**src/shared/sctmo_consts.svh**
```systemverilog
// Purpose: offsets, field positions and reset values for the smart-card
//          timeout and interrupt configuration block
// Assumes: 32-bit AXI4-Lite register bus, byte addresses
// Notes:   definitions only
`ifndef SCTMO_CONSTS_SVH
`define SCTMO_CONSTS_SVH

// ----------------------------------------------------------------------
// register offsets
// ----------------------------------------------------------------------
`define SCTMO_OFS_STATUS 8'h44
`define SCTMO_OFS_IRQ_EN 8'h48
`define SCTMO_OFS_TO_EN 8'h4C
`define SCTMO_OFS_CARD_RESET_DURATION 8'h60
`define SCTMO_OFS_MIN_DLY 8'h64
`define SCTMO_OFS_MAX_DLY 8'h68
`define SCTMO_OFS_MAX_LEN 8'h6C
`define SCTMO_OFS_WWT 8'h70
`define SCTMO_OFS_CWT 8'h74
`define SCTMO_OFS_BWT 8'h78
`define SCTMO_OFS_BGT 8'h7C
`define SCTMO_OFS_DEAC 8'h80
`define SCTMO_OFS_CMD 8'h84

// ----------------------------------------------------------------------
// field masks and positions
// ----------------------------------------------------------------------
`define SCTMO_IRQ_EN_MASK 32'h00007F03
`define SCTMO_TO_EN_MASK 32'h0000008F
`define SCTMO_MASK16 32'h0000FFFF
`define SCTMO_MASK18 32'h0003FFFF
`define SCTMO_MASK22 32'h003FFFFF
`define SCTMO_MASK26 32'h03FFFFFF
`define SCTMO_BIT_MST 7
`define SCTMO_BIT_EN_BGT 3
`define SCTMO_BIT_EN_BWT 2
`define SCTMO_BIT_EN_CWT 1
`define SCTMO_BIT_EN_WWT 0
`define SCTMO_ST_RXREACH 14
`define SCTMO_ST_TXSENT 13
`define SCTMO_ST_BGT 12
`define SCTMO_ST_BWT 11
`define SCTMO_ST_CWT 10
`define SCTMO_ST_WWT 9
`define SCTMO_ST_PHY 8
`define SCTMO_ST_RXRDY 2
`define SCTMO_ST_REMOVED 1
`define SCTMO_ST_INSERTED 0
`define SCTMO_CMD_RST 1
`define SCTMO_CMD_DEAC 2
`define SCTMO_RESET_VAL 32'h00000000
`define SCTMO_ETU_DIV_RST 16'h0174
`define SCTMO_RESP_OKAY 2'h0
`define SCTMO_RESP_SLVERR 2'h2

`endif

```
**src/shared/sctmo_pkg.sv**
```systemverilog
// Purpose: types for the smart-card timeout and interrupt block
// Assumes: constants come from sctmo_consts.svh
// Notes:   none
package sctmo_pkg;

    // ------------------------------------------------------------------
    // reset / deactivation sequencer states, gray from IDLE through RESET to DEACT
    // ------------------------------------------------------------------
    typedef enum logic [1:0] {
        SCTMO_IDLE = 2'h0,
        SCTMO_RESET = 2'h1,
        SCTMO_DEACT = 2'h3
    } sctmo_seq_t;

    // ------------------------------------------------------------------
    // events from the card-side logic, one-cycle pulses
    // ------------------------------------------------------------------
    typedef struct packed {
        logic rx_count_reached;
        logic tx_sent;
        logic repeat_limit_error;
        logic char_received;
        logic rx_data_ready;
        logic rx_data_read;
        logic answer_start;
        logic answer_done;
    } sctmo_evt_t;

endpackage : sctmo_pkg

```
**src/sctmo_top.sv**
```systemverilog
// Purpose: smart-card timeout checks, interrupt enables and limits
// Assumes: aclk 100 MHz; card clock and card detect come from outside
// Notes:   one ETU is etu_divisor card clocks
`timescale 1ns/10ps
`include "sctmo_consts.svh"

module sctmo_top (
    input wire logic aclk,
    input wire logic aresetn,
    input wire logic [7:0] s_axi_awaddr,
    input wire logic s_axi_awvalid,
    output logic s_axi_awready,
    input wire logic [31:0] s_axi_wdata,
    input wire logic [3:0] s_axi_wstrb,
    input wire logic s_axi_wvalid,
    output logic s_axi_wready,
    output logic [1:0] s_axi_bresp,
    output logic s_axi_bvalid,
    input wire logic s_axi_bready,
    input wire logic [7:0] s_axi_araddr,
    input wire logic s_axi_arvalid,
    output logic s_axi_arready,
    output logic [31:0] s_axi_rdata,
    output logic [1:0] s_axi_rresp,
    output logic s_axi_rvalid,
    input wire logic s_axi_rready,
    input wire logic card_clk,
    input wire logic card_detect,
    input wire sctmo_pkg::sctmo_evt_t evt,
    input wire logic [15:0] etu_divisor,
    output logic card_reset_active,
    output logic teardown_active,
    output logic irq
);

    // ------------------------------------------------------------------
    // registers
    // ------------------------------------------------------------------
    logic [31:0] card_irq_enable;
    logic [31:0] timeout_check_enable;
    logic [31:0] card_reset_length;
    logic [31:0] answer_min_delay;
    logic [31:0] answer_max_delay;
    logic [31:0] answer_max_length;
    logic [31:0] work_wait_limit;
    logic [31:0] char_wait_limit;
    logic [31:0] block_wait_limit;
    logic [31:0] block_guard_limit;
    logic [31:0] deactivation_delay;
    logic [31:0] status;
    logic [31:0] next_status;
    sctmo_pkg::sctmo_seq_t seq;

    // ------------------------------------------------------------------
    // pin synchronisers and edge detection
    // ------------------------------------------------------------------
    logic [1:0] cd_sync;
    logic [1:0] ck_sync;
    logic cd_prev;
    logic ck_prev;
    logic cd_rise;
    logic cd_fall;
    logic ck_tick;

    // the block debounces nothing, so every glitch that aclk samples is an event
    always_ff @(posedge aclk) begin
        if (!aresetn) begin
            cd_sync <= 2'h0;
            ck_sync <= 2'h0;
            cd_prev <= 1'b0;
            ck_prev <= 1'b0;
        end else begin
            cd_sync <= {cd_sync[0], card_detect};
            ck_sync <= {ck_sync[0], card_clk};
            cd_prev <= cd_sync[1];
            ck_prev <= ck_sync[1];
        end
    end
    assign cd_rise = cd_sync[1] & ~cd_prev;
    assign cd_fall = ~cd_sync[1] & cd_prev;
    assign ck_tick = ck_sync[1] & ~ck_prev;

    // ------------------------------------------------------------------
    // ETU tick from card clocks
    // ------------------------------------------------------------------
    logic [15:0] etu_cnt;
    logic etu_tick;
    assign etu_tick = ck_tick && (etu_cnt + 16'h0001 >= etu_divisor);
    always_ff @(posedge aclk) begin
        if (!aresetn) begin
            etu_cnt <= 16'h0000;
        end else if (etu_tick) begin
            etu_cnt <= 16'h0000;
        end else if (ck_tick) begin
            etu_cnt <= etu_cnt + 16'h0001;
        end
    end

    // ------------------------------------------------------------------
    // AXI4-Lite write channel
    // ------------------------------------------------------------------
    logic aw_held;
    logic w_held;
    logic [7:0] aw_addr;
    logic [31:0] w_data;
    logic [3:0] w_strb;
    logic wr_go;
    logic [31:0] wmask;
    logic wr_hit;
    logic cmd_rst;
    logic cmd_deac;

    assign s_axi_awready = ~aw_held & ~s_axi_bvalid;
    assign s_axi_wready = ~w_held & ~s_axi_bvalid;
    assign wr_go = aw_held & w_held & ~s_axi_bvalid;
    assign wmask = {{8{w_strb[3]}}, {8{w_strb[2]}},
                    {8{w_strb[1]}}, {8{w_strb[0]}}};

    always_ff @(posedge aclk) begin
        if (!aresetn) begin
            aw_held <= 1'b0;
            w_held <= 1'b0;
            aw_addr <= 8'h00;
            w_data <= 32'h00000000;
            w_strb <= 4'h0;
        end else begin
            if (s_axi_awvalid && s_axi_awready) begin
                aw_held <= 1'b1;
                aw_addr <= s_axi_awaddr;
            end else if (wr_go) begin
                aw_held <= 1'b0;
            end
            if (s_axi_wvalid && s_axi_wready) begin
                w_held <= 1'b1;
                w_data <= s_axi_wdata;
                w_strb <= s_axi_wstrb;
            end else if (wr_go) begin
                w_held <= 1'b0;
            end
        end
    end

    always_comb begin
        case (aw_addr)
            `SCTMO_OFS_IRQ_EN, `SCTMO_OFS_TO_EN, `SCTMO_OFS_CARD_RESET_DURATION,
            `SCTMO_OFS_MIN_DLY, `SCTMO_OFS_MAX_DLY, `SCTMO_OFS_MAX_LEN,
            `SCTMO_OFS_WWT, `SCTMO_OFS_CWT, `SCTMO_OFS_BWT,
            `SCTMO_OFS_BGT, `SCTMO_OFS_DEAC, `SCTMO_OFS_CMD: begin
                wr_hit = 1'b1;
            end
            default: begin
                wr_hit = 1'b0;
            end
        endcase
    end

    always_ff @(posedge aclk) begin
        if (!aresetn) begin
            s_axi_bvalid <= 1'b0;
            s_axi_bresp <= `SCTMO_RESP_OKAY;
        end else if (wr_go) begin
            s_axi_bvalid <= 1'b1;
            s_axi_bresp <= wr_hit ? `SCTMO_RESP_OKAY : `SCTMO_RESP_SLVERR;
        end else if (s_axi_bready) begin
            s_axi_bvalid <= 1'b0;
        end
    end

    // field widths enforce the documented ranges
    always_ff @(posedge aclk) begin
        if (!aresetn) begin
            card_irq_enable <= `SCTMO_RESET_VAL;
            timeout_check_enable <= `SCTMO_RESET_VAL;
            card_reset_length <= `SCTMO_RESET_VAL;
            answer_min_delay <= `SCTMO_RESET_VAL;
            answer_max_delay <= `SCTMO_RESET_VAL;
            answer_max_length <= `SCTMO_RESET_VAL;
            work_wait_limit <= `SCTMO_RESET_VAL;
            char_wait_limit <= `SCTMO_RESET_VAL;
            block_wait_limit <= `SCTMO_RESET_VAL;
            block_guard_limit <= `SCTMO_RESET_VAL;
            deactivation_delay <= `SCTMO_RESET_VAL;
        end else if (wr_go) begin
            case (aw_addr)
                `SCTMO_OFS_IRQ_EN: card_irq_enable <= (card_irq_enable
                    & ~wmask | w_data & wmask) & `SCTMO_IRQ_EN_MASK;
                `SCTMO_OFS_TO_EN: timeout_check_enable <=
                    (timeout_check_enable & ~wmask | w_data & wmask)
                    & `SCTMO_TO_EN_MASK;
                `SCTMO_OFS_CARD_RESET_DURATION: card_reset_length <= (card_reset_length
                    & ~wmask | w_data & wmask) & `SCTMO_MASK16;
                `SCTMO_OFS_MIN_DLY: answer_min_delay <= (answer_min_delay
                    & ~wmask | w_data & wmask) & `SCTMO_MASK18;
                `SCTMO_OFS_MAX_DLY: answer_max_delay <= (answer_max_delay
                    & ~wmask | w_data & wmask) & `SCTMO_MASK18;
                `SCTMO_OFS_MAX_LEN: answer_max_length <= (answer_max_length
                    & ~wmask | w_data & wmask) & `SCTMO_MASK18;
                `SCTMO_OFS_WWT: work_wait_limit <= (work_wait_limit
                    & ~wmask | w_data & wmask) & `SCTMO_MASK22;
                `SCTMO_OFS_CWT: char_wait_limit <= (char_wait_limit
                    & ~wmask | w_data & wmask) & `SCTMO_MASK22;
                `SCTMO_OFS_BWT: block_wait_limit <= (block_wait_limit
                    & ~wmask | w_data & wmask) & `SCTMO_MASK26;
                `SCTMO_OFS_BGT: block_guard_limit <= (block_guard_limit
                    & ~wmask | w_data & wmask) & `SCTMO_MASK22;
                `SCTMO_OFS_DEAC: deactivation_delay <= (deactivation_delay
                    & ~wmask | w_data & wmask) & `SCTMO_MASK22;
                default: begin
                end
            endcase
        end
    end

    assign cmd_rst = wr_go && aw_addr == `SCTMO_OFS_CMD && w_strb[0]
                     && w_data[`SCTMO_CMD_RST];
    assign cmd_deac = wr_go && aw_addr == `SCTMO_OFS_CMD && w_strb[0]
                      && w_data[`SCTMO_CMD_DEAC];

    // ------------------------------------------------------------------
    // reset and deactivation sequencer
    // ------------------------------------------------------------------
    logic [25:0] seq_cnt;
    always_ff @(posedge aclk) begin
        if (!aresetn) begin
            seq <= sctmo_pkg::SCTMO_IDLE;
            seq_cnt <= 26'h0000000;
        end else begin
            case (seq)
                sctmo_pkg::SCTMO_IDLE: begin
                    seq_cnt <= 26'h0000000;
                    if (cmd_deac) begin
                        seq <= sctmo_pkg::SCTMO_DEACT;
                    end else if (cmd_rst) begin
                        seq <= sctmo_pkg::SCTMO_RESET;
                    end
                end
                sctmo_pkg::SCTMO_RESET: begin
                    if (cd_fall) begin
                        seq <= sctmo_pkg::SCTMO_DEACT;
                        seq_cnt <= 26'h0000000;
                    end else if (seq_cnt >= card_reset_length[25:0]) begin
                        seq <= sctmo_pkg::SCTMO_IDLE;
                    end else if (ck_tick) begin
                        seq_cnt <= seq_cnt + 26'h0000001;
                    end
                end
                sctmo_pkg::SCTMO_DEACT: begin
                    if (seq_cnt >= deactivation_delay[25:0]) begin
                        seq <= sctmo_pkg::SCTMO_IDLE;
                    end else if (etu_tick) begin
                        seq_cnt <= seq_cnt + 26'h0000001;
                    end
                end
                default: seq <= sctmo_pkg::SCTMO_IDLE;
            endcase
        end
    end
    assign card_reset_active = (seq == sctmo_pkg::SCTMO_RESET);
    assign teardown_active = (seq == sctmo_pkg::SCTMO_DEACT);

    // ------------------------------------------------------------------
    // answer-to-reset timing and protocol timeout checks
    // ------------------------------------------------------------------
    logic atr_on;
    logic [17:0] atr_clk_cnt;
    logic [17:0] atr_etu_cnt;
    logic atr_delay_err;
    logic atr_len_err;
    logic [25:0] wait_cnt [4];
    logic [3:0] to_hit;
    logic [25:0] limits [4];
    assign limits[0] = work_wait_limit[25:0];
    assign limits[1] = char_wait_limit[25:0];
    assign limits[2] = block_wait_limit[25:0];
    assign limits[3] = block_guard_limit[25:0];

    always_ff @(posedge aclk) begin
        if (!aresetn) begin
            atr_on <= 1'b0;
            atr_clk_cnt <= 18'h00000;
            atr_etu_cnt <= 18'h00000;
        end else if (evt.answer_start) begin
            atr_on <= 1'b1;
            atr_clk_cnt <= 18'h00000;
            atr_etu_cnt <= 18'h00000;
        end else if (evt.answer_done || atr_delay_err || atr_len_err) begin
            atr_on <= 1'b0;
        end else if (atr_on) begin
            if (ck_tick && atr_clk_cnt != 18'h3FFFF) begin
                atr_clk_cnt <= atr_clk_cnt + 18'h00001;
            end
            if (etu_tick && atr_etu_cnt != 18'h3FFFF) begin
                atr_etu_cnt <= atr_etu_cnt + 18'h00001;
            end
        end
    end
    // a character before min delay, max delay passed before the first ETU, or answer too long
    assign atr_delay_err = atr_on && ((evt.char_received
        && atr_clk_cnt < answer_min_delay[17:0])
        || (atr_etu_cnt == 18'h00000
        && atr_clk_cnt > answer_max_delay[17:0]));
    assign atr_len_err = atr_on && atr_etu_cnt > answer_max_length[17:0];

    // counters restart on each character so a stuck card is caught
    for (genvar i = 0; i < 4; i++) begin : g_wait
        always_ff @(posedge aclk) begin
            if (!aresetn) begin
                wait_cnt[i] <= 26'h0000000;
            end else if (!timeout_check_enable[i] || evt.char_received
                         || to_hit[i]) begin
                wait_cnt[i] <= 26'h0000000;
            end else if (etu_tick) begin
                wait_cnt[i] <= wait_cnt[i] + 26'h0000001;
            end
        end
        assign to_hit[i] = timeout_check_enable[i]
                           && wait_cnt[i] > limits[i];
    end

    // ------------------------------------------------------------------
    // status flags and interrupt
    // ------------------------------------------------------------------
    logic rd_status;
    always_comb begin
        next_status = status;
        if (rd_status) begin
            // rx data ready survives a status read
            next_status = status & (32'h00000001 << `SCTMO_ST_RXRDY);
        end
        if (evt.rx_data_read) begin
            next_status[`SCTMO_ST_RXRDY] = 1'b0;
        end
        // sets win over clears
        if (evt.rx_data_ready) next_status[`SCTMO_ST_RXRDY] = 1'b1;
        if (evt.rx_count_reached) next_status[`SCTMO_ST_RXREACH] = 1'b1;
        if (evt.tx_sent) next_status[`SCTMO_ST_TXSENT] = 1'b1;
        if (to_hit[`SCTMO_BIT_EN_BGT]) next_status[`SCTMO_ST_BGT] = 1'b1;
        if (to_hit[`SCTMO_BIT_EN_BWT] || atr_delay_err) begin
            next_status[`SCTMO_ST_BWT] = 1'b1;
        end
        if (to_hit[`SCTMO_BIT_EN_CWT] || atr_len_err) begin
            next_status[`SCTMO_ST_CWT] = 1'b1;
        end
        if (to_hit[`SCTMO_BIT_EN_WWT]) begin
            next_status[`SCTMO_ST_WWT] = 1'b1;
        end
        if (evt.repeat_limit_error) begin
            next_status[`SCTMO_ST_PHY] = 1'b1;
        end
        if (cd_fall) next_status[`SCTMO_ST_REMOVED] = 1'b1;
        if (cd_rise) next_status[`SCTMO_ST_INSERTED] = 1'b1;
    end
    always_ff @(posedge aclk) begin
        if (!aresetn) begin
            status <= `SCTMO_RESET_VAL;
        end else begin
            status <= next_status;
        end
    end

    // enable mask covers bits 14..8, 1, 0
    assign irq = timeout_check_enable[`SCTMO_BIT_MST]
                 && |(status & card_irq_enable);

    // ------------------------------------------------------------------
    // AXI4-Lite read channel
    // ------------------------------------------------------------------
    logic [31:0] rd_mux;
    logic rd_hit;
    assign s_axi_arready = ~s_axi_rvalid;
    assign rd_status = s_axi_arvalid && s_axi_arready
                       && s_axi_araddr == `SCTMO_OFS_STATUS;
    always_comb begin
        rd_hit = 1'b1;
        case (s_axi_araddr)
            `SCTMO_OFS_STATUS: rd_mux = status;
            `SCTMO_OFS_IRQ_EN: rd_mux = card_irq_enable;
            `SCTMO_OFS_TO_EN: rd_mux = timeout_check_enable;
            `SCTMO_OFS_CARD_RESET_DURATION: rd_mux = card_reset_length;
            `SCTMO_OFS_MIN_DLY: rd_mux = answer_min_delay;
            `SCTMO_OFS_MAX_DLY: rd_mux = answer_max_delay;
            `SCTMO_OFS_MAX_LEN: rd_mux = answer_max_length;
            `SCTMO_OFS_WWT: rd_mux = work_wait_limit;
            `SCTMO_OFS_CWT: rd_mux = char_wait_limit;
            `SCTMO_OFS_BWT: rd_mux = block_wait_limit;
            `SCTMO_OFS_BGT: rd_mux = block_guard_limit;
            `SCTMO_OFS_DEAC: rd_mux = deactivation_delay;
            `SCTMO_OFS_CMD: rd_mux = {30'h00000000,
                (seq == sctmo_pkg::SCTMO_DEACT),
                (seq == sctmo_pkg::SCTMO_RESET)} << `SCTMO_CMD_RST;
            default: begin
                rd_mux = 32'h00000000;
                rd_hit = 1'b0;
            end
        endcase
    end
    always_ff @(posedge aclk) begin
        if (!aresetn) begin
            s_axi_rvalid <= 1'b0;
            s_axi_rdata <= 32'h00000000;
            s_axi_rresp <= `SCTMO_RESP_OKAY;
        end else if (s_axi_arvalid && s_axi_arready) begin
            s_axi_rvalid <= 1'b1;
            s_axi_rdata <= rd_mux;
            s_axi_rresp <= rd_hit ? `SCTMO_RESP_OKAY : `SCTMO_RESP_SLVERR;
        end else if (s_axi_rready) begin
            s_axi_rvalid <= 1'b0;
        end
    end

endmodule : sctmo_top

```
**config.mk**
```make
export PLATFORM = sky130hd
export DESIGN_NAME = sctmo_top
export DESIGN_NICKNAME = d
export VERILOG_FILES = /design/src/shared/sctmo_pkg.sv /design/src/sctmo_top.sv
export VERILOG_INCLUDE_DIRS = /design/src /design/src/shared
export SDC_FILE = /design/constraint.sdc
export NUM_CORES = 1
export LEC_CHECK = 0
export ABC_AREA = 1
export BUFFER_PORTS_ARGS = -buffer_cell sky130_fd_sc_hd__buf_2
export CAP_MARGIN = 20
export CORE_UTILIZATION = 55
export DETAILED_ROUTE_END_ITERATION = 12
export GPL_TIMING_DRIVEN = 1
export PLACE_DENSITY = 0.73
export SLEW_MARGIN = 10
export SYNTH_ARGS = -nofsm -noshare
export SYNTH_HDL_FRONTEND = slang
export SYNTH_SLANG_ARGS = --single-unit
```
**constraint.sdc**
```tcl
create_clock -name aclk -period 8.82 [get_ports aclk]
set_input_delay 1.323 -clock aclk [delete_from_list [all_inputs] [get_ports aclk]]
set_output_delay 1.323 -clock aclk [all_outputs]
set_load 0.01 [all_outputs]
```
; Word-level counts from Yosys, hierarchy flattened
; Memory sizes are Yosys's and may differ from the RTL's.
; Index checks and enable logic that the tools add are counted.
[totals]
register_bits = 373
ram_bits = 104
input_bits = 85
n_memories = 1
[memory_table]
columns = memory, depth, word_bits, rd, rd_ports_with_merged_regs, wr, line_no
row1 = wait_cnt, 4, 26, 4, 0, 4, sctmo_top.sv:269  ; logic [25:0] wait_cnt [4];
[classes]
addsub = 8
order_cmp = 10
n_eq_ne = 36
n_mux = 72
bitwise_logic = 49
reduce_logical = 75
[op_table]
columns = cell, n
row1 = $mux 26, 13
row2 = $pmux 26 s13, 1
row3 = $eq 8x7->1 const B, 21
row4 = $add 26x1->26 const B, 5
row5 = $and 22x22->22, 4
row6 = $or 22x22->22, 4
row7 = $gt 26x22->1, 3
row8 = $pmux 26 s3, 1
row9 = $and 18x18->18, 3
row10 = $or 18x18->18, 3
row11 = $and 26x26->26, 2
row12 = $mux 1, 48
row13 = $add 18x1->18 const B, 2
row14 = $gt 18x18->1, 2
row15 = $ne 18x18->1 const B, 2
row16 = $eq 8x8->1 const B, 4
row17 = $reduce_or 32->1, 1
row18 = $and 15x15->15, 2
row19 = $reduce_bool 2->1, 15
row20 = $ge 26x16->1, 1
row21 = $ge 26x22->1, 1
row22 = $gt 26x26->1, 1
row23 = $not 26->26, 1
row24 = $or 26x26->26, 1
row25 = 32 further kinds, 109

; Depth between registers and ports, before layout
; An unclocked memory read counts as a cell.
[depth]
depth_word = 9
depth_mapped = 22
mapped_depth_nobuf = 21

; Worst setup path before layout
; No wires, ideal clock.
[synth_timing]
path_kind = register -> register
start = reg etu_cnt[0]
end = mem wait_cnt[1][0], enable pin
setup_ns = 0.563
arrival_time_ns = 3.142
required_time_ns = 8.257
setup_slack_ns = 5.115
path_stages_with_launch = 17
synth_period_minus_slack_ns = 3.705
path_cell_list = dfxtp_1 ha_1 nand3_1 nor3_1 nand2_1 inv_1 nand3_1 nor2_1 xor2_1 inv_1 ha_1 nand2_1 o21ai_0 a21oi_1 nand3_2 nand2_2 nand4_1
[synth_rtl]
columns = element, line_no
row1 = start: declaration, sctmo_top.sv:86  ; logic [15:0] etu_cnt;
row2 = start signal: assignment, sctmo_top.sv:95  ; etu_cnt <= etu_cnt + 16'h0001;
row3 = end: declaration, sctmo_top.sv:269

==> metrics.yaml <==
timing:
  slew_headroom_pct: 27.9
  grt_setup_unrepaired: "false"
  drv_slew: 0
  final-hold-violation-count: 0
  post-route-period-util_pct: 50.4
  worstMarginPinSlew_ns: 1.08
  fin_crit_ns: 4.44
  fmax_ghz: 0.225
  finClkSkew_ns: 0.0182
  tns_ns: 0
  finalSetupViolCount: 0
critical_path:
  rrSetupSlack_ns: 4.38
  cp_data_required_time_ns: 9.25
  path_class: "register to register"
  reg2reg_depth: 18
  crit_path_end_kind: "register"
  worstReg2RegEnd: "wait_cnt[0][20]$_SDFFCE_PN0P_"
  start_kind: "register"
  path_max_fanout: 23
  cp.arrival_ns: 4.87
  rr_startpoint: "etu_cnt[0]$_SDFFE_PP0P_"
logic_synthesis:
  synth_seq_cells: 469
  yosysSeqAreaShare_pct: 39.1
  ys_warn_count: 0
  synthTopCellsByArea: "dfxtp_1, edfxtp_1, ha_1"
  synth_top_area_share_pct: 27.4
  async_flop_share_pct: 0
  syn_area_per_cell_um2: 7.70
  synthFlopType: "dfxtp_1"
  syn_area_um2: 26700
  synthCells: 3467
  synthDistinctLibCells: 57
  synth-edff-count: 104
  synth_area_leader_cell: "dfxtp_1"
layout:
  final_common_cell: "nor2_1"
  syn_to_final_growth_pct: 9.40
  nets: 3836
  nFillCells: 4425
  final_cell_mix: "nor2_1, nand2_1, inv_1"
  drive_gt1_share_pct: 9.01
hold_path:
  min-delay-start: "ck_sync[0]$_SDFF_PN0_"
  hold_path_end: "ck_sync[1]$_SDFF_PN0_"
  hold_class: "register to register"
  hold_depth: 2
floorplanning:
  rows: 80
  die_x_um: 222
  core_area_um2: 47800
  die_area_um2: 49400
  ios: 129
  die_h_um: 222
  initial_core_util_pct: 55.8
cts:
  cts.repair.resized: 0
  cts_tree: "done"
  cts_sinks: 469
  path_clk_slew_ns: 0.05
  cts_setup_buffers: 0
  clock-root-buffer: "clkbuf_16"
  clk_latency_ns: 0.61
  numCtsBuffers: 50
  clockBufferDepth: 3
  postCtsHoldBufs: 0
  cts.htree.levels: 2
grt:
  grt.total_usage_pct: 31.8
  grt_overflow: 0
  grt_start_max_net_pins: 103
  grt_pass1_vias: 21791
  grt_first_pass_wirelength_mm: 122
  antenna_found_initial: 0
routing:
  viasPerCell: 5.68
  ant_nets: 0
  post-route-drc-count: 0
  wl_per_cell_um: 18.9
  wl_mm: 79.4
  drt_iter0_drc: 2104
  firstDrtPassIters: 6
  dr_total_vias: 23837
run:
  maxCapViolCount: 0
pwr:
  ir_worst_vdd_uv: 127
  leakage_nw: 11.7
  power_density_nw_per_um2: 157
  total_power_w: 0.00458
placed_design:
  port_buffers: 114
  place_hpwl_mm: 59.0
  routabilityCongestion: 1.01
run_status:
  status: "finished, final reports clean"
[cell usage after synthesis, types with 10 or more instances]
master / count
inv_2: 12
o21a_1: 12
o211ai_1: 12
nor4_1: 10
nor2_4: 12
ha_1: 208
nor2_1: 492
o22ai_1: 68
a21oi_1: 343
o21ai_0: 181
buf_4: 22
dfxtp_1: 365
nand4_1: 52
o221ai_1: 10
buf_2: 36
edfxtp_1: 104
nor3_4: 11
nor2_2: 25
xor2_1: 52
xnor2_1: 34
nand3_1: 151
inv_1: 461
nor3_1: 41
nand3_2: 12
a211oi_1: 110
nand2_1: 476
clkbuf_1: 53
[stage by stage]
stage | hold slack (ns) | setup WS [ns] | instance area [µm²] | cells | util (%)
2_1_floorplan | 0.390 | 5.11 | 26700 | 3483 | -
4_1_cts | 0.421 | 4.29 | 29200 | 4198 | 61.0
3_5_place_dp | 0.406 | 4.30 | 27600 | 4106 | 57.6
6_report | 0.417 | 4.38 | 29200 | 4199 | 61.0
3_3_place_gp | 0.398 | 4.37 | 27600 | 4106 | 57.6
5_1_grt | 0.452 | 3.90 | 29200 | 4198 | 61.0
[worst max-delay path, cell delays in order (launching register included)]
cell and delay [ns]:
dfxtp_1 0.41, ha_1 0.21, nand3_1 0.15, nor3_1 0.28
nand2_1 0.11, inv_1 0.09, nand3_1 0.10, nor2_1 0.13
xor2_1 0.21, inv_1 0.06, ha_1 0.27, nand2_1 0.08
nor4_2 0.34, nand2_1 0.10, nand3_2 0.20, nand2_2 0.31
inv_2 0.27, nand3_1 0.65, nor2_1 0.28
[metal layers]
metal	vias to the layer above	part of all wire (%)	track usage, %
met3	215	8.2	5.06
li1	11798	-	-
met2	919	44	50.5
met5	-	0	0
met1	10905	42	41.8
met4	0	5.4	16.6
[power by group]
group | internal (W) | switching (W) | total, W | leakage [nW]
Clock | 0.00121 | 0.000905 | 0.00212 | 0.807
Sequential | 0.00221 | 0.0000314 | 0.00224 | 4.22
Combinational | 0.0000528 | 0.000164 | 0.000217 | 6.70
Total | 0.00348 | 0.00110 | 0.00458 | 11.7
[cell type report]
cell class | instances | area [µm²] | area share (%)
tap | 615 | 769 | 2.64
antenna | 1 | 2.50 | 0.00857
clock buffer | 76 | 1510 | 5.18
multi-input combinational | 2416 | 13900 | 47.5
clock inverter | 16 | 116 | 0.399
inverter | 475 | 1790 | 6.12
sequential | 469 | 10400 | 35.7
timing repair buffer | 131 | 701 | 2.40
[kinds of logic after synthesis]
logic type      after synthesis  synth area share, %
simple gates               1329                 22.4
fa+ha+maj                   208                 9.75
xor+xnor                     86                 2.82
flops                       469                 39.1
compound gates              776                 16.7
other cells                   1               0.0141
buf+inv                     598                 9.21
[how the worst max path moves through the flow]
stage                            startpoint                       endpoint  slack, ns  cells past startpoint
global placement    etu_cnt[0]$_SDFFE_PP0P_  wait_cnt[0][20]$_SDFFCE_PN0P_       4.37                     18
global route        etu_cnt[0]$_SDFFE_PP0P_  wait_cnt[0][17]$_SDFFCE_PN0P_       3.90                     18
detailed placement  etu_cnt[0]$_SDFFE_PP0P_   wait_cnt[0][7]$_SDFFCE_PN0P_       4.30                     18
CTS                 etu_cnt[0]$_SDFFE_PP0P_   wait_cnt[0][7]$_SDFFCE_PN0P_       4.29                     18
finish              etu_cnt[0]$_SDFFE_PP0P_  wait_cnt[0][20]$_SDFFCE_PN0P_       4.38                     18
floorplan           etu_cnt[0]$_SDFFE_PP0P_   wait_cnt[1][0]$_SDFFCE_PN0P_       5.11                     16
Power figures use the tool's default switching activity.
